<file path="src/hw/fos_defs.svh">
// constants for the output fault supervisor
`ifndef FOS_DEFS_SVH
`define FOS_DEFS_SVH

`define FOS_WORD_W 16
`define FOS_BYTE_W 8
`define FOS_CMD_W 8
`define FOS_MODE_W 2
`define FOS_FIELD_W 3

`define FOS_CMD_UV_THR 8'h44
`define FOS_CMD_UV_RESP 8'h45
`define FOS_CMD_OC_THR 8'h46

`define FOS_MODE_DISABLE_RETRY 2'h2
`define FOS_RETRY_NONE 3'h0
`define FOS_RETRY_FOREVER 3'h7

`define FOS_UV_THR_RST 16'h0000
`define FOS_UV_RESP_RST 8'h80
`define FOS_OC_THR_RST 16'hffff

// retry step time and core clock rate
`define FOS_RETRY_STEP_MS 35
`define FOS_CLK_KHZ 40000
`define FOS_STEP_W 21
`define FOS_WAIT_W 24

`endif

</file>
<file path="src/hw/fos_pkg.sv">
// types shared by the output fault supervisor
package fos_pkg;
`include "fos_defs.svh"

  typedef enum logic [1:0] {
    ST_OFF,
    ST_ON,
    ST_WAIT,
    ST_LATCH
  } fos_state_t;

  typedef struct packed {
    logic [`FOS_MODE_W-1:0] mode;
    logic [`FOS_FIELD_W-1:0] retry;
    logic [`FOS_FIELD_W-1:0] rtime;
  } fos_resp_t;

  typedef struct packed {
    logic [`FOS_WORD_W-1:0] uv_thr;
    fos_resp_t resp;
    logic [`FOS_WORD_W-1:0] oc_thr;
  } fos_cfg_t;

  typedef struct packed {
    logic [`FOS_CMD_W-1:0] cmd;
    logic wr;
    logic rd;
    logic [`FOS_WORD_W-1:0] wdata;
  } fos_reg_req_t;

  typedef struct packed {
    logic [`FOS_WORD_W-1:0] rdata;
    logic ack;
    logic nack;
  } fos_reg_rsp_t;

  typedef struct packed {
    logic uv_fault;
    logic oc_fault;
    logic latched_off;
    logic alert_seen_low;
  } fos_status_t;
endpackage

</file>
<file path="src/hw/fos_cmp.sv">
// registered unsigned less-than comparator
`timescale 1ns/1ps
module fos_cmp #(
  parameter int W = 16
) (
  // clock and reset
  input wire logic core_clk,
  input wire logic rstn,
  // operands
  input wire logic [W-1:0] a,
  input wire logic [W-1:0] b,
  // result
  output logic a_lt_b_q
);
  logic a_lt_b_d;

  always_comb begin
    a_lt_b_d = (a < b);
  end

  always_ff @(posedge core_clk or negedge rstn) begin
    if (!rstn) begin
      a_lt_b_q <= 1'b0;
    end else begin
      a_lt_b_q <= a_lt_b_d;
    end
  end
endmodule

</file>
<file path="src/hw/fos_supervisor.sv">
// output under-voltage / over-current fault supervisor with retry control
//
// Function
// - Hold a 16-bit under-voltage threshold and flag a fault when the measured output drops below it.
// - Drop power-good whenever the output is below that same under-voltage threshold.
// - Thresholds are read/write words and the response setting a read/write byte on the management port.
// - An under-voltage or over-current fault in the run state, whatever the response mode, pulls the alert line low and sets its status fault bit.
// - Under the disable-and-retry mode the output is switched off at once and the retry policy follows.
// - The three-bit retry setting gives how many restart attempts follow a fault shutdown.
// - A retry setting of zero means no restart; the output stays off until the fault is cleared.
// - A retry setting of all ones retries without limit until commanded off or another fault stops it.
// - Restarts are spaced by (retry time field + 1) times 35 ms, from 35 ms to 280 ms.
// - The over-current threshold applies to each phase on its own, so either phase can trip it.
`timescale 1ns/1ps
`include "fos_defs.svh"
module fos_supervisor #(
  parameter int unsigned RETRY_STEP_CYC = `FOS_RETRY_STEP_MS * `FOS_CLK_KHZ
) (
  // clock and reset
  input wire logic core_clk,
  input wire logic rstn,
  // management register port
  input wire fos_pkg::fos_reg_req_t reg_req,
  output fos_pkg::fos_reg_rsp_t reg_rsp_q,
  // measurements
  input wire logic [`FOS_WORD_W-1:0] vout_meas,
  input wire logic [`FOS_WORD_W-1:0] phase_a_cur,
  input wire logic [`FOS_WORD_W-1:0] phase_b_cur,
  // control
  input wire logic output_on_cmd,
  input wire logic fault_clear,
  input wire logic other_fault,
  // power stage and status
  output logic output_enable_q,
  output logic power_good_out_q,
  output fos_pkg::fos_status_t status_q,
  // open-drain alert
  input wire logic alert_line_n_in,
  output logic alert_line_n_out_q,
  output logic alert_line_n_oe_n_q
);
  import fos_pkg::*;

  localparam logic [`FOS_STEP_W-1:0] STEP_LAST = `FOS_STEP_W'(RETRY_STEP_CYC - 1);

  fos_cfg_t cfg_q, cfg_d;
  fos_reg_rsp_t rsp_d;
  fos_state_t state_q, state_d;
  logic [`FOS_STEP_W-1:0] step_q, step_d;
  logic [`FOS_FIELD_W-1:0] steps_q, steps_d;
  logic [`FOS_FIELD_W-1:0] rt_q, rt_d;
  logic [`FOS_FIELD_W-1:0] att_q, att_d;
  logic [`FOS_WAIT_W-1:0] wait_len_q, wait_len_d;
  fos_status_t status_d;
  logic out_en_d, pg_d, alert_oe_n_d;
  logic uv_low, oc_a, oc_b, fault_any, timer_done, dis_mode, may_retry;

  // one comparator per sensed quantity; each phase is checked separately
  fos_cmp #(.W(`FOS_WORD_W)) u_uv_cmp (
    .core_clk(core_clk), .rstn(rstn), .a(vout_meas), .b(cfg_q.uv_thr), .a_lt_b_q(uv_low));
  fos_cmp #(.W(`FOS_WORD_W)) u_oca_cmp (
    .core_clk(core_clk), .rstn(rstn), .a(cfg_q.oc_thr), .b(phase_a_cur), .a_lt_b_q(oc_a));
  fos_cmp #(.W(`FOS_WORD_W)) u_ocb_cmp (
    .core_clk(core_clk), .rstn(rstn), .a(cfg_q.oc_thr), .b(phase_b_cur), .a_lt_b_q(oc_b));

  // register file
  always_comb begin
    cfg_d = cfg_q;
    rsp_d = '0;
    if (reg_req.wr || reg_req.rd) begin
      case (reg_req.cmd)
        `FOS_CMD_UV_THR: begin
          if (reg_req.wr) cfg_d.uv_thr = reg_req.wdata;
          if (reg_req.rd) rsp_d.rdata = cfg_q.uv_thr;
          rsp_d.ack = 1'b1;
        end
        `FOS_CMD_UV_RESP: begin
          // byte transfer: only the low byte is stored, upper read bits are zero
          if (reg_req.wr) cfg_d.resp = reg_req.wdata[`FOS_BYTE_W-1:0];
          if (reg_req.rd) rsp_d.rdata = {{(`FOS_WORD_W-`FOS_BYTE_W){1'b0}}, cfg_q.resp};
          rsp_d.ack = 1'b1;
        end
        `FOS_CMD_OC_THR: begin
          if (reg_req.wr) cfg_d.oc_thr = reg_req.wdata;
          if (reg_req.rd) rsp_d.rdata = cfg_q.oc_thr;
          rsp_d.ack = 1'b1;
        end
        default: begin
          rsp_d.nack = 1'b1;
        end
      endcase
    end
  end

  always_ff @(posedge core_clk or negedge rstn) begin
    if (!rstn) begin
      cfg_q <= {`FOS_UV_THR_RST, `FOS_UV_RESP_RST, `FOS_OC_THR_RST};
      reg_rsp_q <= '0;
    end else begin
      cfg_q <= cfg_d;
      reg_rsp_q <= rsp_d;
    end
  end

  // restart sequencer
  always_comb begin
    fault_any = uv_low || oc_a || oc_b;
    dis_mode = (cfg_q.resp.mode == `FOS_MODE_DISABLE_RETRY);
    may_retry = (cfg_q.resp.retry == `FOS_RETRY_FOREVER) || (att_q < cfg_q.resp.retry);
    timer_done = (step_q == STEP_LAST) && (steps_q == `FOS_RETRY_NONE);
    state_d = state_q;
    step_d = step_q;
    steps_d = steps_q;
    rt_d = rt_q;
    att_d = att_q;
    wait_len_d = (state_q == ST_WAIT) ? wait_len_q + `FOS_WAIT_W'(1) : '0;
    case (state_q)
      ST_OFF: begin
        att_d = '0;
        step_d = '0;
        if (output_on_cmd) state_d = ST_ON;
      end
      ST_ON: begin
        // a full step with no fault counts as a successful restart
        if (step_q == STEP_LAST) begin
          att_d = '0;
        end else begin
          step_d = step_q + `FOS_STEP_W'(1);
        end
        if (other_fault) begin
          state_d = ST_LATCH;
        end else if (fault_any && dis_mode) begin
          if (may_retry) begin
            state_d = ST_WAIT;
            step_d = '0;
            steps_d = cfg_q.resp.rtime;
            rt_d = cfg_q.resp.rtime;
          end else begin
            state_d = ST_LATCH;
          end
        end else if (!output_on_cmd) begin
          state_d = ST_OFF;
        end
      end
      ST_WAIT: begin
        if (other_fault) begin
          state_d = ST_LATCH;
        end else if (!output_on_cmd) begin
          state_d = ST_OFF;
        end else if (timer_done) begin
          state_d = ST_ON;
          step_d = '0;
          att_d = (att_q == `FOS_RETRY_FOREVER) ? att_q : att_q + `FOS_FIELD_W'(1);
        end else if (step_q == STEP_LAST) begin
          step_d = '0;
          steps_d = steps_q - `FOS_FIELD_W'(1);
        end else begin
          step_d = step_q + `FOS_STEP_W'(1);
        end
      end
      ST_LATCH: begin
        if (fault_clear) state_d = ST_OFF;
      end
      default: begin
        state_d = ST_OFF;
      end
    endcase
  end

  // status, alert and output drive; set wins over a clear in the same cycle
  always_comb begin
    status_d.uv_fault = (state_q == ST_ON && uv_low) || (status_q.uv_fault && !fault_clear);
    status_d.oc_fault = (state_q == ST_ON && (oc_a || oc_b)) || (status_q.oc_fault && !fault_clear);
    status_d.latched_off = (state_d == ST_LATCH);
    status_d.alert_seen_low = !alert_line_n_in;
    out_en_d = (state_d == ST_ON);
    pg_d = (state_d == ST_ON) && !uv_low;
    alert_oe_n_d = !(status_d.uv_fault || status_d.oc_fault);
  end

  always_ff @(posedge core_clk or negedge rstn) begin
    if (!rstn) begin
      state_q <= ST_OFF;
      step_q <= '0;
      steps_q <= '0;
      rt_q <= '0;
      att_q <= '0;
      wait_len_q <= '0;
      status_q <= '0;
      output_enable_q <= 1'b0;
      power_good_out_q <= 1'b0;
      alert_line_n_out_q <= 1'b0;
      alert_line_n_oe_n_q <= 1'b1;
    end else begin
      state_q <= state_d;
      step_q <= step_d;
      steps_q <= steps_d;
      rt_q <= rt_d;
      att_q <= att_d;
      wait_len_q <= wait_len_d;
      status_q <= status_d;
      output_enable_q <= out_en_d;
      power_good_out_q <= pg_d;
      // open drain: the pin level is only ever low, the enable decides
      alert_line_n_out_q <= 1'b0;
      alert_line_n_oe_n_q <= alert_oe_n_d;
    end
  end
endmodule

</file>
<file path="config.mk">
export PLATFORM = sky130hd
export DESIGN_NAME = fos_supervisor
export DESIGN_NICKNAME = d
export VERILOG_FILES = /design/src/hw/fos_pkg.sv /design/src/hw/fos_cmp.sv /design/src/hw/fos_supervisor.sv
export VERILOG_INCLUDE_DIRS = /design/src /design/src/hw
export SDC_FILE = /design/constraint.sdc
export NUM_CORES = 1
export LEC_CHECK = 0
export ABC_AREA = 1
export BUFFER_PORTS_ARGS = -buffer_cell sky130_fd_sc_hd__buf_2
export CAP_MARGIN = 20
export CORE_ASPECT_RATIO = 1.25
export CORE_MARGIN = 2
export CORE_UTILIZATION = 61
export DETAILED_ROUTE_END_ITERATION = 6
export GPL_TIMING_DRIVEN = 1
export PLACE_DENSITY = 0.87
export SYNTH_ARGS = -nofsm -noshare
export SYNTH_HDL_FRONTEND = slang
export SYNTH_HIERARCHICAL = 1
export SYNTH_SLANG_ARGS = --single-unit
</file>
<file path="constraint.sdc">
create_clock -name core_clk -period 4.27 [get_ports core_clk]
set_clock_uncertainty 0.1 [all_clocks]
set_input_delay 1.281 -clock core_clk [delete_from_list [all_inputs] [get_ports core_clk]]
set_output_delay 1.281 -clock core_clk [all_outputs]
set_load 0.01 [all_outputs]
</file>
=== Word level (Yosys, flattened, before mapping) ===
Index checks and enable logic that the tools add are counted.

* Register bits after elaboration: 97
* Latch bits: 0
* Memory bits (writable): 0
* Memory bits (read-only): 0
* Bits of input ports: 80
* Output and inout bits: 26
* Logic and storage cells: 120
* Memories: 0

* $add $sub $neg: 3
* Multipliers: 0
* Divide/modulo/power cells: 0
* Order comparisons: 4
* Equal/unequal tests: 22
* Shift-type cells: 0
* Multiplexer cells: 39
* Bitwise operators: 0
* Reduce and logical (&&, ||, !) cells: 30

{| class="wikitable"
|+ Operators with widths
! operator !! count
|-
| $mux W21 || 8
|-
| $pmux W21 S3 || 1
|-
| $pmux W17 S3 || 1
|-
| $lt A16 B16 Y1 || 3
|-
| $mux W3 || 12
|-
| $mux W16 || 2
|-
| $eq A8 B7 Y1 const B || 3
|-
| $add A21 B1 Y21 const B || 1
|-
| $eq A21 B21 Y1 const B || 1
|-
| $ne A2 B2 Y1 const B || 10
|-
| $mux W18 || 1
|-
| $mux W2 || 8
|-
| $reduce_and A3 Y1 || 4
|-
| $pmux W3 S3 || 1
|-
| $eq A2 B2 Y1 const B || 4
|-
| $logic_or A1 B1 Y1 || 8
|-
| $mux W8 || 1
|-
| $pmux W2 S4 || 1
|-
| $reduce_and A8 Y1 || 1
|-
| $logic_and A1 B1 Y1 || 7
|-
| $eq A3 B3 Y1 const B || 2
|-
| $pmux W3 S2 || 1
|-
| $reduce_and A6 Y1 || 1
|-
| $eq A2 B1 Y1 const B || 2
|-
| 10 further kinds || 14
|}

=== Longest topological paths before layout ===
Gate-level depths: netlist of the first run.

* Depth in word-level cells: 8
* Mapped depth: 12
* Gate-level depth less buffers: 12

=== Modules after synthesis ===
Netlist of the first run, hierarchy kept.

{| class="wikitable"
|+ Modules (own cells, without submodules)
! module !! instances !! cells each !! area each (um2) !! seq. area each (um2)
|-
| fos_supervisor || 1 || 594 || 4842.1 || 2374.8
|-
| fos_cmp || 3 || 67 || 424.2 || 25.0
|}

=== Worst setup path after synthesis of the first run ===
Ideal clock, no wire load.

* Kind: input -> register
* Start: input port reg_req[21] (netlist bit)
* End: register reg_rsp_q[5] (netlist bit)
* Library setup time: 0.113 ns
* Data arrival time: 2.198 ns
* Data required time: 4.057 ns
* Setup slack: 1.859 ns
* Stages: 10
* Buffers on the path: 1
* Cell sequence: inv_1 nand2_1 nor3_1 nand2_1 clkinv_1 nor2_1 nor2_2 buf_4 nand2_1 inv_1

{| class="wikitable"
|+ RTL lines
! what !! line !! text
|-
| from (decl) || fos_supervisor.sv:23 || <nowiki>input wire fos_pkg::fos_reg_req_t reg_req,</nowiki>
|-
| to (signal assigned) || fos_supervisor.sv:101 || <nowiki>reg_rsp_q <= rsp_d;</nowiki>
|-
| to (decl) || fos_supervisor.sv:24 || <nowiki>output fos_pkg::fos_reg_rsp_t reg_rsp_q,</nowiki>
|}

=== Worst setup path in the final report of the first run ===
* Start: input port reg_req[21] (netlist bit)
* End: register cfg_q[29] (netlist bit)

* Word-level cells in the longest chain between the ends: 2

{| class="wikitable"
|+ RTL lines
! what !! line !! text
|-
| $eq A8 B7 Y1 || fos_supervisor.sv:71 || <nowiki>case (reg_req.cmd)</nowiki>
|-
| $reduce_and A3 Y1 (no line) || n/a ||
|-
| to (signal assigned) || fos_supervisor.sv:97 || <nowiki>cfg_q <= {`FOS_UV_THR_RST, `FOS_UV_RESP_RST, `FOS_OC_THR_RST};</nowiki>
|-
| to (signal assigned) || fos_supervisor.sv:100 || <nowiki>cfg_q <= cfg_d;</nowiki>
|-
| to (decl) || fos_supervisor.sv:46 || <nowiki>fos_cfg_t cfg_q, cfg_d;</nowiki>
|}

Every way passes these cells.
A chain may end at the register's enable or synchronous reset.

==> flow_summary.yaml, run 1 <==
outcome:
  status: "finished clean"
yosys:
  postSynth.asyncResetShare_pct: 100
  yosysTopAreaCell: "dfrtp_1"
  synth_area_leaders: "dfrtp_1 (32%), nand2_1 (12%), ha_1 (12%)"
  synth.top_cell.area_share_pct: 32.3
  synth_cells: 795
  synthMuxAreaShare_pct: 0
  synth_compound_area_share_pct: 12.7
  ys_ff_latch: 97
  synth.cell_area_um2: 6110
  netlist_top_cells_count: "nand2_1 (202), inv_1 (150), dfrtp_1 (79)"
  yosysMostFrequentCell: "nand2_1"
  yosysWarnings: 6
  synth_fp_nets: 932
  synth-xor-area-share_pct: 1.29
  synth_edf_count: 0
  seq_area_frac_synth_pct: 40.1
  synth_cell_type_count: 38
  synth_area_per_cell_um2: 7.69
  synth_top_family_by_area: "simple AND/OR/NAND/NOR gates"
  synthSimpleGateAreaFrac_pct: 23.1
  synth_fa_ha_area_share_pct: 11.7
  synthFlopType: "dfrtp_1"
power:
  comb_power_share_pct: 27.9
  vdd_ir_drop_max_uv: 194
  power_mw: 2.60
  sw_frac_of_total_pct: 34.2
  p_sw_uw: 890
  clkPwrFrac_pct: 31.4
  cell_internal_pwr_mw: 1.71
  powerDensity_nw_per_um2: 370
  leakagePower_nw: 3.78
  pwr-share-seq_pct: 40.8
sta:
  slew_headroom_pct: 45.3
  rsz0062_at_grt: "false"
  maxSlewViolCount: 0
  tightestPinTransition_ns: 0.818
  min_period_ns: 3.00
  final_hold_viol_count: 0
  fin_hold_ws_ns: 0.335
  setup_viol: 0
  max_freq_ghz: 0.333
  period_share_pct: 70.3
  fin_setup_tns_ns: 0
drt:
  routed_wl_um: 14100
  dr.pass1.iters: 5
  ant_nets: 0
  vias: 5394
  drc_errors: 0
  first_iter_violations: 266
  viasPerCell: 5.25
  wl_per_cell_um: 13.7
layout:
  fin_area_um2: 7040
  diodes: 0
  drive_gt1_share_pct: 20.4
  syn2layout_area_growth_pct: 15.1
  final_nets: 1034
global_route:
  grt_util_all_layers_pct: 27.5
  grt_max_degree: 51
  grt_first_pass_wirelength_um: 23100
  antenna_found_initial: 0
  grt_overflow: 0
  grt_pass1_vias: 5187
floorplanning:
  die-area_um2: 10800
  boundaryPins: 106
  core_um2: 9710
  die_w_um: 93.6
  die_h_um: 116
  placementRows: 40
  start_util_pct: 63.0
placement:
  port_buffers: 104
  place_area_um2: 6740
  hpwl_um: 10700
  gp_congestion: 0.905
clock_network:
  path_clk_slew_ns: 0.07
  cts-root-buf: "clkbuf_16"
  clk-insertion-delay-late_ns: 0.35
  h-tree-depth: 3
  clkSinkCount: 97
  numCtsBuffers: 9
  post_cts_buffers: 0
  cts_resized: 0
  cts.path.max_buffers: 2
  cts_tree: "done"
  cts_hold_buffers: 0
worst_hold_path:
  hp-start: "u_uv_cmp/a_lt_b_q$_DFF_PN0_"
  whs_endpoint: "power_good_out_q$_DFF_PN0_"
  hold_path.class: "reg2reg"
  worst_hold_path.num_cells: 1
critical_path:
  cp-end-kind: "flip-flop"
  required_ns: 4.34
  path_class: "in2reg"
  r2r_end: "step_q[20]$_DFFE_PN0P_"
  rr_startpoint: "state_q[0]$_DFF_PN0_"
  crit_fanout: 32
  crit_path_start_kind: "input pin"
  r2r_slack_ns: 1.72
  reg2reg_depth: 9
  crit_arrival_ns: 3.07
job:
  drv_cap: 0
[stage by stage]
stage / cells / util (%) / setup slack (ns)
after floorplan: 795 / - / 1.86
after global placement: 1012 / 69.5 / 1.14
after detailed placement: 1012 / 69.5 / 0.986
after CTS: 1028 / 72.5 / 1.30
after global routing: 1028 / 72.5 / 1.08
final: 1028 / 72.5 / 1.27
[registers in the layout, summed over array words and instances (netlist names), 2 cells and up]
register   count
cfg_q         40
step_q        21
reg_rsp_q     18
status_q       4
att_q          3
steps_q        3
state_q        2
[worst max-delay path, stage by stage]
cell,delay [ns]
buf_2,0.08
inv_1,0.03
nand2_1,0.11
nor3_1,0.06
nand2_1,0.06
clkinv_1,0.39
nand2_1,0.80
o21ai_0,0.25
[worst max-delay path by stage]
stage,start,end,slack (ns),depth (start not counted)
after floorplan,reg_req[21],reg_rsp_q[5]$_DFF_PN0_,1.86,10
after global placement,reg_req[20],cfg_q[31]$_DFFE_PN0P_,1.14,7
after detailed placement,reg_req[21],cfg_q[28]$_DFFE_PN0P_,0.99,8
after CTS,reg_req[21],cfg_q[29]$_DFFE_PN0P_,1.30,8
after global routing,reg_req[21],cfg_q[29]$_DFFE_PN0P_,1.08,8
final,reg_req[21],cfg_q[29]$_DFFE_PN0P_,1.27,8
[cell usage in the layout (no fill, tap or decap), types with 3 or more instances in the layout]
master and instances:
ha_1 57, dfrtp_1 79, nand3_1 21, o211ai_1 12, nor3_1 10, nor2_4 4, nand2_1 202, o21ai_1 4
xor2_1 7, a21oi_1 32, inv_1 150, o21ai_0 70, nor3_2 5, dfstp_2 18, nand4_1 8, o22ai_1 11
buf_2 103, clkbuf_16 9, nor2_1 41, inv_2 9, nand3_2 4, nor2_2 9, clkinv_1 3, nand2_2 10
[area by class of cell]
cell class,count,area [µm²]
Multi-Input combinational cell,522,2990
Inverter,162,608
Clock inverter,5,63.8
Timing Repair Buffer,105,543
Clock buffer,11,233
Tap cell,126,158
Fill cell,735,2670
Sequential cell,97,2450
[power groups by stage]
stage / Combinational, mW / Sequential (mW) / Clock, mW
final: 0.725 / 1.06 / 0.816
after global routing: 0.818 / 1.07 / 0.863
after CTS: 0.725 / 1.06 / 0.820
after detailed placement: 0.717 / 1.08 / 0
after global placement: 0.702 / 1.07 / 0
after floorplan: 0.486 / 1.08 / 0
[cell families (layout without fill, tap and decap cells)]
| family | Yosys count | in the layout |
|---|---|---|
| and+or+nand+nor | 317 | 317 |
| buffers and inverters | 176 | 283 |
| AOI/OAI and AO/OA | 138 | 138 |
| DFF | 97 | 97 |
| adders and majority gates | 57 | 57 |
| xor gates and xnor gates | 9 | 9 |
| other | 1 | 1 |
[layer usage]
layer / track usage [%] / vias up / share of wire [%]
met5: 0 / - / 0
met4: 14.0 / 0 / 3.5
met3: 3.12 / 40 / 4.8
met2: 50.4 / 165 / 52
met1: 31.5 / 2464 / 39
li1: - / 2725 / -
Power figures use the tool's default switching activity.
==> inputs of run 2 (changes only) <==
Settings changed: CORE_UTILIZATION 61 to 57, PLACE_DENSITY 0.87 to 0.82.
Clock period 4.27 ns to 3 ns, I/O delays scaled along.
==> run 2 against run 1 <==
Against the previous run: clock power up 41%; hold slack better by 0.024 ns; worst setup slack worse by 0.62 ns; sequential share of layout area down 0.31 points; routed wire length up 3.0%; global-route usage down 1.3 points; non-clock buffer count up 6; sequential cell count unchanged; combinational power up 45%; highest routed layer unchanged.
==> flow_summary.yaml, run 2 (same netlist as run 1, synthesis figures left out) <==
global_route:
  grt_max_degree: 44
  grt_overflow: 0
  grt_first_pass_wirelength_um: 24600
  grt_pass1_vias: 5375
  grt_util_all_layers_pct: 26.1
  antenna_found_initial: 0
clock_network:
  cts_resized: 0
  post_cts_buffers: 0
  cts.path.max_buffers: 2
  clk-insertion-delay-late_ns: 0.34
  cts_tree: "done"
  path_clk_slew_ns: 0.08
  numCtsBuffers: 9
  cts-root-buf: "clkbuf_16"
  h-tree-depth: 3
  clkSinkCount: 97
  cts_hold_buffers: 0
job:
  drv_cap: 0
layout:
  multi_input_area_um2: 2990
  top_register: "cfg_q"
  seqCellArea_um2: 2450
  final_cell_mix: "nand2_1 (202), inv_1 (150), buf_2 (103)"
  syn2layout_area_growth_pct: 16.2
  fill_cells: 926
  final_common_cell: "nand2_1"
  largestRegisters: "cfg_q: 40 flops, step_q: 21 flops, reg_rsp_q: 18 flops"
  largest_reg_flops: 40
  fin_area_um2: 7100
  diodes: 0
  drive_gt1_share_pct: 21.1
  final_nets: 1040
power:
  vdd_ir_drop_max_uv: 292
  cell_internal_pwr_mw: 2.38
  p_sw_mw: 1.33
  clkPwrFrac_pct: 31.0
  pwr-share-seq_pct: 40.7
  leakagePower_nw: 3.82
  comb_power_share_pct: 28.3
  power_mw: 3.71
  powerDensity_nw_per_um2: 522
  sw_frac_of_total_pct: 35.9
critical_path:
  cp_cell_sequence: "inv_1 > ha_1 > inv_2 > a21oi_2 > nor2_4 > inv_2 > a21oi_1 > o21ai_1 > a21o_1 > nand2_1 > nand2_1"
  cp_slowest_stage_delay_ns: 0.41
  cp-end-kind: "flip-flop"
  crit_arrival_ns: 2.49
  slowest_stage: "nor2_4"
  path_class: "reg2reg"
  required_ns: 3.13
  crit_path_start_kind: "flip-flop"
  crit_fanout: 18
sta:
  fin_setup_tns_ns: 0
  setup_viol: 0
  maxSlewViolCount: 0
  min_period_ns: 2.35
  max_freq_ghz: 0.425
  final_hold_viol_count: 0
  tightestPinTransition_ns: 0.558
  rsz0062_at_grt: "false"
  period_share_pct: 78.4
  slew_headroom_pct: 62.8
  final.setup.worst_slack_ns: 0.649
floorplanning:
  start_util_pct: 58.2
  core_um2: 10500
  placementRows: 42
  boundaryPins: 106
  die-area_um2: 11600
  die_w_um: 96.6
  die_h_um: 120
outcome:
  status: "finished clean"
placement:
  hpwl_um: 11200
  dp_slack_ns: 0.490
  gp_congestion: 0.845
  place_area_um2: 6810
  port_buffers: 104
drt:
  first_iter_violations: 230
  vias: 5425
  ant_nets: 0
  wl_per_cell_um: 14.0
  viasPerCell: 5.22
  drc_errors: 0
  dr.pass1.iters: 4
  routed_wl_um: 14500
worst_hold_path:
  hold_path.class: "reg2reg"
## run 2: cell count changes in the layout (fill, tap and decap cells not counted)
cell / previous run / this run
buf_4: 1 / 6
inv_8: 0 / 4
clkbuf_1: 2 / 0
inv_6: 2 / 0
buf_12: 1 / 2
bufinv_16: 1 / 0
clkinvlp_4: 1 / 2
## run 2: power groups by stage
stage	Sequential (mW)	Combinational [mW]	Clock, mW
2_1_floorplan	1.54	0.692	0
3_3_place_gp	1.53	1.00	0
3_5_place_dp	1.54	1.03	0
4_1_cts	1.51	1.05	1.16
5_1_grt	1.52	1.18	1.22
6_report	1.51	1.05	1.15
## run 2: worst paths after layout
check / start / end / slack (ns) / cells after the start
worst max-delay path: state_q[0]$_DFF_PN0_ / att_q[0]$_DFFE_PN0P_ / 0.65 / 11
worst min-delay path: u_uv_cmp/a_lt_b_q$_DFF_PN0_ / power_good_out_q$_DFF_PN0_ / 0.36 / 1
worst max register to register: state_q[0]$_DFF_PN0_ / att_q[0]$_DFFE_PN0P_ / 0.65 / 11
worst min register to register: u_uv_cmp/a_lt_b_q$_DFF_PN0_ / power_good_out_q$_DFF_PN0_ / 0.36 / 1
max in group asynchronous: rstn / alert_line_n_oe_n_q$_DFF_PN1_ / 1.68 / 2
min in group asynchronous: rstn / cfg_q[33]$_DFFE_PN0P_ / 0.43 / 1
## run 2: metal layers
metal	up-vias	part of all wire, %	track usage [%]
met5	-	0	0
met4	0	2.3	9.24
met3	24	4.0	4.02
met2	128	53	48.0
met1	2551	41	31.0
li1	2722	-	-
## run 2: worst max-delay path: cells and delay by family, from the launching register on
kind | cells | cell delay [ns]
compound gates | 4 | 0.54
fa+ha+maj | 1 | 0.24
buf+inv | 3 | 0.44
flops | 1 | 0.38
simple gates | 3 | 0.54
## run 2: per-stage QoR
step	util (%)	hold WS [ns]	cells
2_1_floorplan	-	0.312	795
3_3_place_gp	64.8	0.339	1024
3_5_place_dp	64.8	0.345	1024
4_1_cts	67.6	0.364	1040
5_1_grt	67.6	0.374	1040
6_report	67.6	0.359	1040
## run 2: layout make-up
cell class | count | area share, %
Multi-Input combinational cell | 522 | 42.0
Sequential cell | 97 | 34.5
Inverter | 162 | 8.56
Timing Repair Buffer | 111 | 8.46
Clock buffer | 9 | 3.17
Tap cell | 132 | 2.33
Clock inverter | 7 | 0.969
